==> config.mk <==
export PLATFORM = sky130hd
export DESIGN_NAME = rerr_flags
export DESIGN_NICKNAME = d
export VERILOG_FILES = /design/src/logic/rerr_pkg.sv /design/src/logic/rerr_flags.sv /design/src/logic/rerr_slip.sv /design/src/logic/rerr_trig.sv
export SDC_FILE = /design/constraint.sdc
export NUM_CORES = 1
export LEC_CHECK = 0
export BUFFER_PORTS_ARGS = -buffer_cell sky130_fd_sc_hd__buf_2
export CORE_MARGIN = 4
export CORE_UTILIZATION = 40
export CTS_CLUSTER_SIZE = 12
export DETAILED_ROUTE_END_ITERATION = 10
export GPL_TIMING_DRIVEN = 0
export PLACE_DENSITY = 0.66
export SETUP_SLACK_MARGIN = 0.5
export SLEW_MARGIN = 20
export SYNTH_ARGS = -nofsm -noshare
export SYNTH_HDL_FRONTEND = slang
export SYNTH_SLANG_ARGS = --single-unit
==> constraint.sdc <==
create_clock -name clk_sys -period 5.52 [get_ports clk_sys]
set_input_delay 0.552 -clock clk_sys [delete_from_list [all_inputs] [get_ports clk_sys]]
set_output_delay 0.552 -clock clk_sys [all_outputs]
set_load 0.005 [all_outputs]
==> src/logic/rerr_pkg.sv <==
`default_nettype none
package rerr_pkg;

   // register map
   localparam logic [7:0] RERR_ADDR_ERR_FLAGS = 8'h14;
   localparam logic [7:0] RERR_ADDR_SLIP_FLAG = 8'h15;
   localparam logic [7:0] RERR_ADDR_INT_EN1 = 8'h16;
   localparam logic [7:0] RERR_ADDR_INT_EN2 = 8'h17;
   localparam logic [7:0] RERR_ADDR_INT_MODE = 8'h18;

   localparam logic [7:0] RERR_BYTE_ZERO = 8'h00;
   localparam logic [7:0] RERR_EN1_RST = 8'h00;
   localparam logic [7:0] RERR_MODE_RST = 8'h00;
   localparam logic RERR_EN2_RST = 1'b0;

   // bit positions of the slip enable, the trigger fields and the sources
   localparam int RERR_SLIP_BIT = 0;
   localparam int RERR_NUM_FLAGS = 8;
   localparam int RERR_NUM_SRC = 9;
   localparam int RERR_NUM_MODED = 4;
   localparam int RERR_MODE_W = 2;

   // trigger mode encodings
   localparam logic [1:0] RERR_TRIG_RISE = 2'h0;
   localparam logic [1:0] RERR_TRIG_FALL = 2'h1;
   localparam logic [1:0] RERR_TRIG_LEVEL = 2'h2;
   localparam logic [1:0] RERR_TRIG_RSVD = 2'h3;

   // slip window: edge within this percentage of the frame period
   localparam int RERR_SUBCODE_W = 80;
   localparam int RERR_PHASE_W = 16;
   localparam logic [6:0] RERR_SLIP_WIN_PCT = 7'h05;
   localparam logic [6:0] RERR_PCT_FULL = 7'h64;
   localparam logic [15:0] RERR_PHASE_ONE = 16'h0001;
   localparam logic [15:0] RERR_PHASE_MAX = 16'hffff;

   typedef struct packed {
      logic chan_status_crc_err;
      logic parity_err;
      logic validity_flag;
      logic biphase_err;
      logic subcode_changed;
      logic lock_loss;
      logic subcode_crc_err;
      logic buffer_transfer_done;
   } rerr_flags_t;

   typedef struct packed {
      logic [7:0] addr;
      logic wr;
      logic rd;
      logic [7:0] wdata;
   } rerr_req_t;

endpackage : rerr_pkg
`default_nettype wire

==> src/logic/rerr_flags.sv <==
`timescale 1ns/1ps
`default_nettype none
// Functional notes
// - channel-status CRC and parity flags read 1 on error, 0 otherwise
// - validity flag mirrors received validity bit: 1 means non-valid
// - biphase flag reads 1 on a biphase-mark coding violation
// - subcode change flag set when new subcode data differs from last
// - lock loss flag is 1 unless decoder and recovery pll both locked
// - subcode crc flag reads 1 when the subcode crc check fails
// - buffer transfer flag reads 1 once copy to user buffer completes
// - slip flag set when output sample to a serial port slips or repeats
// - slip interrupt only for receiver-fed port running as slave
// - with one receiver-fed port, slip is judged on that port
// - with both ports receiver-fed, slip is judged on port a only
// - slip may occur when frame clock edge is within 5 percent window
// - flag interrupt at 0x14 needs its enable bit at 0x16 set
// - slip interrupt needs bit 0 of enable register 0x17 set
// - eight read-only flags in 0x14, bit 7 to 0 in fixed order
// - slip flag in bit 0 of 0x15, bits 7 to 1 read zero
// - each bit of 0x16 gates the flag of the same bit position
// - enable bit 0 masks, 1 enables, reset value 0
// - two-bit trigger field: rise, fall, level, reserved
module rerr_flags
   import rerr_pkg::*;
(
   input wire logic clk_sys,
   input wire logic rst_n,
   input wire rerr_req_t reg_req,
   output logic [7:0] reg_rdata_q,
   input wire logic cs_crc_fail,
   input wire logic parity_fail,
   input wire logic validity_in,
   input wire logic biphase_fail,
   input wire logic subcode_valid,
   input wire logic [RERR_SUBCODE_W-1:0] subcode_data,
   input wire logic subcode_crc_fail,
   input wire logic decoder_locked,
   input wire logic recovery_pll_locked,
   input wire logic xfer_start,
   input wire logic xfer_done,
   input wire logic rx_frame_tick,
   input wire logic port_a_frame_edge,
   input wire logic port_b_frame_edge,
   input wire logic port_a_from_rx,
   input wire logic port_b_from_rx,
   input wire logic port_a_slave,
   input wire logic port_b_slave,
   output logic irq_q
);

   rerr_flags_t flags_q;
   rerr_flags_t flags_d;
   logic output_slip_err_q;
   logic [7:0] int_en1_q;
   logic output_slip_err_en_q;
   logic [7:0] int_mode_q;
   logic [RERR_SUBCODE_W-1:0] subcode_prev_q;
   logic slip_evt;
   logic [RERR_NUM_SRC-1:0] trig_hit;
   logic [RERR_NUM_SRC-1:0] trig_src;
   logic [RERR_NUM_SRC-1:0] trig_en;
   logic [RERR_MODE_W-1:0] trig_mode [RERR_NUM_SRC];

   // register decode
   wire logic hit_flags = reg_req.addr == RERR_ADDR_ERR_FLAGS;
   wire logic hit_slip = reg_req.addr == RERR_ADDR_SLIP_FLAG;
   wire logic hit_en1 = reg_req.addr == RERR_ADDR_INT_EN1;
   wire logic hit_en2 = reg_req.addr == RERR_ADDR_INT_EN2;
   wire logic hit_mode = reg_req.addr == RERR_ADDR_INT_MODE;
   wire logic wr_en1 = reg_req.wr & hit_en1;
   wire logic wr_en2 = reg_req.wr & hit_en2;
   wire logic wr_mode = reg_req.wr & hit_mode;
   wire logic rd_slip = reg_req.rd & hit_slip;

   wire logic [7:0] slip_byte = {7'h00, output_slip_err_q};
   wire logic [7:0] en2_byte = {7'h00, output_slip_err_en_q};
   wire logic [7:0] rd_mux = hit_flags ? flags_q :
                             hit_slip ? slip_byte :
                             hit_en1 ? int_en1_q :
                             hit_en2 ? en2_byte :
                             hit_mode ? int_mode_q : RERR_BYTE_ZERO;

   // subcode comparison against the last accepted block
   wire logic subcode_differs = subcode_data != subcode_prev_q;
   wire logic rx_locked = decoder_locked & recovery_pll_locked;

   always_comb begin
      flags_d = flags_q;
      flags_d.chan_status_crc_err = cs_crc_fail;
      flags_d.parity_err = parity_fail;
      flags_d.validity_flag = validity_in;
      flags_d.biphase_err = biphase_fail;
      flags_d.lock_loss = ~rx_locked;
      if (subcode_valid) begin
         flags_d.subcode_changed = subcode_differs;
         flags_d.subcode_crc_err = subcode_crc_fail;
      end
      // completion wins over a new start in the same cycle
      if (xfer_done) flags_d.buffer_transfer_done = 1'b1;
      else if (xfer_start) flags_d.buffer_transfer_done = 1'b0;
   end

   always_ff @(posedge clk_sys or negedge rst_n) begin
      if (!rst_n) begin
         flags_q <= '0;
         subcode_prev_q <= '0;
      end else begin
         flags_q <= flags_d;
         if (subcode_valid) subcode_prev_q <= subcode_data;
      end
   end

   // slip detection, port selection lives in the submodule
   rerr_slip u_slip (
      .clk_sys(clk_sys),
      .rst_n(rst_n),
      .rx_frame_tick(rx_frame_tick),
      .port_a_frame_edge(port_a_frame_edge),
      .port_b_frame_edge(port_b_frame_edge),
      .port_a_from_rx(port_a_from_rx),
      .port_b_from_rx(port_b_from_rx),
      .port_a_slave(port_a_slave),
      .port_b_slave(port_b_slave),
      .slip_evt_q(slip_evt)
   );

   // slip flag is sticky until read; a new slip beats the read clear
   always_ff @(posedge clk_sys or negedge rst_n) begin
      if (!rst_n) output_slip_err_q <= 1'b0;
      else if (slip_evt) output_slip_err_q <= 1'b1;
      else if (rd_slip) output_slip_err_q <= 1'b0;
   end

   // host-writable enables and trigger modes
   always_ff @(posedge clk_sys or negedge rst_n) begin
      if (!rst_n) begin
         int_en1_q <= RERR_EN1_RST;
         output_slip_err_en_q <= RERR_EN2_RST;
         int_mode_q <= RERR_MODE_RST;
      end else begin
         if (wr_en1) int_en1_q <= reg_req.wdata;
         if (wr_en2) output_slip_err_en_q <= reg_req.wdata[RERR_SLIP_BIT];
         if (wr_mode) int_mode_q <= reg_req.wdata;
      end
   end

   always_ff @(posedge clk_sys or negedge rst_n) begin
      if (!rst_n) reg_rdata_q <= RERR_BYTE_ZERO;
      else if (reg_req.rd) reg_rdata_q <= rd_mux;
   end

   // source vector: eight status flags, then the slip flag on top
   assign trig_src = {output_slip_err_q, flags_q};
   assign trig_en = {output_slip_err_en_q, int_en1_q};

   // the low four flags take their mode field, the rest fire on rise
   genvar gi;
   generate
      for (gi = 0; gi < RERR_NUM_SRC; gi++) begin : g_trig
         if (gi < RERR_NUM_MODED) begin : g_moded
            assign trig_mode[gi] = int_mode_q[gi*RERR_MODE_W +: RERR_MODE_W];
         end else begin : g_fixed
            assign trig_mode[gi] = RERR_TRIG_RISE;
         end
         rerr_trig u_trig (
            .clk_sys(clk_sys),
            .rst_n(rst_n),
            .flag(trig_src[gi]),
            .mode(trig_mode[gi]),
            .hit(trig_hit[gi])
         );
      end
   endgenerate

   // edge modes give a one-cycle pulse, level mode follows the flag
   wire logic irq_d = |(trig_hit & trig_en);

   always_ff @(posedge clk_sys or negedge rst_n) begin
      if (!rst_n) irq_q <= 1'b0;
      else irq_q <= irq_d;
   end
endmodule : rerr_flags
`default_nettype wire

==> src/logic/rerr_slip.sv <==
`timescale 1ns/1ps
`default_nettype none
module rerr_slip
   import rerr_pkg::*;
(
   input wire logic clk_sys,
   input wire logic rst_n,
   input wire logic rx_frame_tick,
   input wire logic port_a_frame_edge,
   input wire logic port_b_frame_edge,
   input wire logic port_a_from_rx,
   input wire logic port_b_from_rx,
   input wire logic port_a_slave,
   input wire logic port_b_slave,
   output logic slip_evt_q
);

   logic [RERR_PHASE_W-1:0] phase_q;
   logic [RERR_PHASE_W-1:0] period_q;

   // port a wins when both ports take receiver data
   wire logic use_a = port_a_from_rx;
   wire logic use_b = port_b_from_rx & ~port_a_from_rx;
   wire logic sel_edge = use_a ? port_a_frame_edge :
                         use_b ? port_b_frame_edge : 1'b0;
   wire logic sel_slave = use_a ? port_a_slave :
                          use_b ? port_b_slave : 1'b0;

   wire logic [RERR_PHASE_W-1:0] lag = period_q - phase_q;
   wire logic [22:0] early_scaled = phase_q * RERR_PCT_FULL;
   wire logic [22:0] late_scaled = lag * RERR_PCT_FULL;
   wire logic [22:0] win_scaled = period_q * RERR_SLIP_WIN_PCT;
   wire logic in_window = (early_scaled < win_scaled) |
                          (late_scaled < win_scaled);
   wire logic [RERR_PHASE_W-1:0] phase_inc = (phase_q == RERR_PHASE_MAX) ?
                                             phase_q : phase_q + RERR_PHASE_ONE;

   always_ff @(posedge clk_sys or negedge rst_n) begin
      if (!rst_n) begin
         phase_q <= '0;
         period_q <= '0;
         slip_evt_q <= 1'b0;
      end else begin
         phase_q <= rx_frame_tick ? '0 : phase_inc;
         if (rx_frame_tick) period_q <= phase_inc;
         slip_evt_q <= sel_edge & sel_slave & in_window;
      end
   end

endmodule : rerr_slip
`default_nettype wire

==> src/logic/rerr_trig.sv <==
`timescale 1ns/1ps
`default_nettype none
module rerr_trig
   import rerr_pkg::*;
(
   input wire logic clk_sys,
   input wire logic rst_n,
   input wire logic flag,
   input wire logic [1:0] mode,
   output logic hit
);

   logic prev_q;
   wire logic rise = flag & ~prev_q;
   wire logic fall = ~flag & prev_q;

   always_ff @(posedge clk_sys or negedge rst_n) begin
      if (!rst_n) prev_q <= 1'b0;
      else prev_q <= flag;
   end

   // reserved mode never fires
   assign hit = (mode == RERR_TRIG_RISE) ? rise :
                (mode == RERR_TRIG_FALL) ? fall :
                (mode == RERR_TRIG_LEVEL) ? flag : 1'b0;

endmodule : rerr_trig
`default_nettype wire

==> results.md <==
- Status: finished with violations
- Failing checks: negative setup slack
- Syn Nets: 1565
- Synth area leader: dfrtp_1
- Detail Route Antenna Nets: 0
- Layout cell share with drive strength beyond 1: 0.203
- Sequential-to-total area share from yosys stat: 0.321
- Fin crit share: 1.03
- Register clock-pin slew on the reported worst setup and hold paths: 0.06 ns
- Initial Utilization: 0.410
- Wire per inst: 15.7 um
- Die H: 183 um
- Clock power frac: 0.218
- P_sw: 2100 uW
- Number of max-cap violations: 0
- Syn Inst Count: 1244
- Vias in the first global route: 9623
- CP endpoint kind: register
- Cell mode on critical path: ha_1
- Switching Fraction: 0.399
- Vias post-DR: 9440
- Maximum clock rate: 176 MHz
- Clock Skew: 0.0111 ns
- Max-slew violation count: 0
- Initial antenna violation count: 2
- Clock sinks: 157
- Peak VDD IR: 0.000298 V
- Fin. Hold Viols: 0
- Root buf cell: clkbuf_16
- 1st-pass router iterations: 6
- Worst Path Buf+Inv: 4
- Yosys warnings: 0
- Largest net degree at the start of global routing: 62
- Reg2reg start: u_slip.period_q[0]
- Seq pwr share: 0.247
- Post-synth cell types: 71
- PortBufs: 121
- Pleak: 0.00692 uW
- Setup violations, final: 1
- CTS tree: yes
- Routed Wire Length: 28.3 mm
- HP Start: validity_in
- PD cells: 370 nW/um2
- Max incr delay on CP: 0.48 ns
- Area Growth Syn to Fin: 16.3%
- Row cnt: 63
- First-pass GRT wire length: 45.9 mm
- Rel. slew slack: 0.426
- CP required: 5.83 ns
- Residual DRC count: 0
- Vias per inst: 5.24
- Yosys reg bits: 157
- Nets@finish: 1718
- Internal: 3170 uW
- Design area: 14200 um2
- Avg Inst Size Synth: 9.84 um2
- Min Clock Period, post-route: 5.67 ns
- EDFF count, synth: 0
- Slew @ Worst Pin: 0.839 ns
- Aggregate global routing overflow: 0
- X dimension of the die: 183 um
- Die area: 33500 um2
- Ports: 126
- Dpl cell area: 13400 um2
- Synth area leaders: dfrtp_1, ha_1, mux2_2
- Slowest CP cell: fa_1
- Post-synth ARST share: 1.00
- Worst Path Max Fanout: 3
- Final setup TNS: -0.146 ns
- Gpl congestion: 0.833
- Crit path from: u_slip.period_q[0]
- Total CTS buffers: 17
- Filler Cell Count: 2741
- Delay-heaviest family, CP: adder cells
- CP Launch Type: register
- Initial drt markers: 559
- HPWL after DPL: 22.8 mm
- CTS H-Tree Depth: 4
- Comb power frac: 0.535
- RSZ-0062 raised after global routing: yes
- Worst setup margin: -0.146 ns
- Gr usage total: 0.167
- Post-synthesis cell area: 12200 um2
- HP Class: primary input to register
- WS Path Type: register to register
- Synth Flop Type: dfrtp_1
- Max Root-Sink Buffers: 2
- Area of the core: 29900 um2
- Worst Path Arrival: 5.98 ns
- Post-synth top area share: 0.321
- Worst skew pair latency: 0.42 ns
metal layers:
layer  track usage  part of all wire  vias up
met5             0                 0        -
met4        0.0393             0.014        0
met3        0.0248             0.042       30
met2         0.286              0.48      197
met1         0.225              0.46     4544
li1              -                 -     4669
layout by cell type, fill, tap and decap left out, types with 10 or more instances in the layout:
cell type  count
a21o_1        17
a21oi_1       66
buf_2        120
buf_4         10
clkbuf_1      19
clkbuf_16     17
dfrtp_1      154
fa_1          22
ha_1         177
inv_1        147
mux2_1        16
mux2_2        67
nand2_1       52
nand2b_1      11
nand3_1       18
nand4_1       20
nor2_1        85
nor2b_1       11
nor3_1        17
nor4_1        13
o21a_1        13
o21ai_0       41
xnor2_1       68
xor2_1        56
flip-flops by register name, summed over array words and instances, names as in the netlist:
register              count
g_trig.u_trig.prev_q      9
int_en1_q                 8
output_slip_err_q         1
u_slip.period_q          16
subcode_prev_q           80
u_slip.phase_q           16
reg_rdata_q               8
u_slip.slip_evt_q         1
irq_q                     1
int_mode_q                8
output_slip_err_en_q      1
flags_q                   8
area by class of cell:
type / count / area (um2) / area share
buffer: 20 / 76.3 / 0.00536
multi-input combinational: 916 / 7830 / 0.550
timing repair buffer: 134 / 756 / 0.0531
antenna: 2 / 5.00 / 0.000352
sequential: 157 / 3930 / 0.276
inverter: 151 / 567 / 0.0398
clock buffer: 17 / 425 / 0.0299
tap: 390 / 488 / 0.0343
clock inverter: 15 / 151 / 0.0106
worst paths after layout:
path / endpoint / slack (ns) / cells past startpoint
setup / recovery: u_slip.slip_evt_q / -0.15 / 28
hold / removal: flags_q[5] / 0.24 / 1
setup reg to reg: u_slip.slip_evt_q / -0.15 / 28
hold reg to reg: g_trig[2].u_trig.prev_q / 0.42 / 0
max in group asynchronous: u_slip.period_q[1] / 3.97 / 4
min in group asynchronous: subcode_prev_q[64] / 0.60 / 2
synthesized netlist by cell type, drive strengths merged, types with 23 or more instances:
master / instances
a21oi: 72
o21ai: 48
mux2: 83
dfrtp: 157
nand2: 54
xnor2: 72
inv: 151
xor2: 56
nor2: 87
ha: 181
fa: 23
power groups by stage:
stage	clock network [uW]	logic (uW)	registers (uW)
global route	1230	3230	1320
finish	1150	2820	1300
CTS	1170	2770	1300
floorplan	0	2010	1310
detailed placement	0	2590	1330
global placement	0	2490	1320
repair_timing:
action | CTS | global route
pin swaps | 15 | 4
hold endpoints to repair | 4 | 0
gates resized for setup | 15 | 10
setup endpoints to repair | 1 | 1
hold buffers | 1 | 0
buffers inserted | 10 | 0
through the flow:
stage                     std cells  power [uW]  utilization  hold WS [ns]  worst slack (ns)
after CTS                      1800        5250        0.475         0.219            -0.191
after global routing           1802        5770        0.476         0.214            -0.460
after global placement         1755        3810        0.448         0.394            -0.548
after floorplan                1244        3320            -         0.256             0.290
after detailed placement       1757        3920        0.450         0.396            -0.558
final                          1802        5270        0.476         0.239            -0.146
logic make-up (layout without fill, tap and decap cells):
family / count (synthesis) / after routing / synth area share
AO/OA/AOI/OAI: 225 / 225 / 0.120
buffers and inverters: 171 / 337 / 0.0524
multiplexers: 87 / 87 / 0.0796
adder cells (fa/ha/maj): 204 / 204 / 0.223
flip-flops: 157 / 157 / 0.321
AND/OR/NAND/NOR: 272 / 272 / 0.112
XOR/XNOR: 128 / 128 / 0.0916
other: 0 / 2 / 0
(Power assumes the default switching activity.)
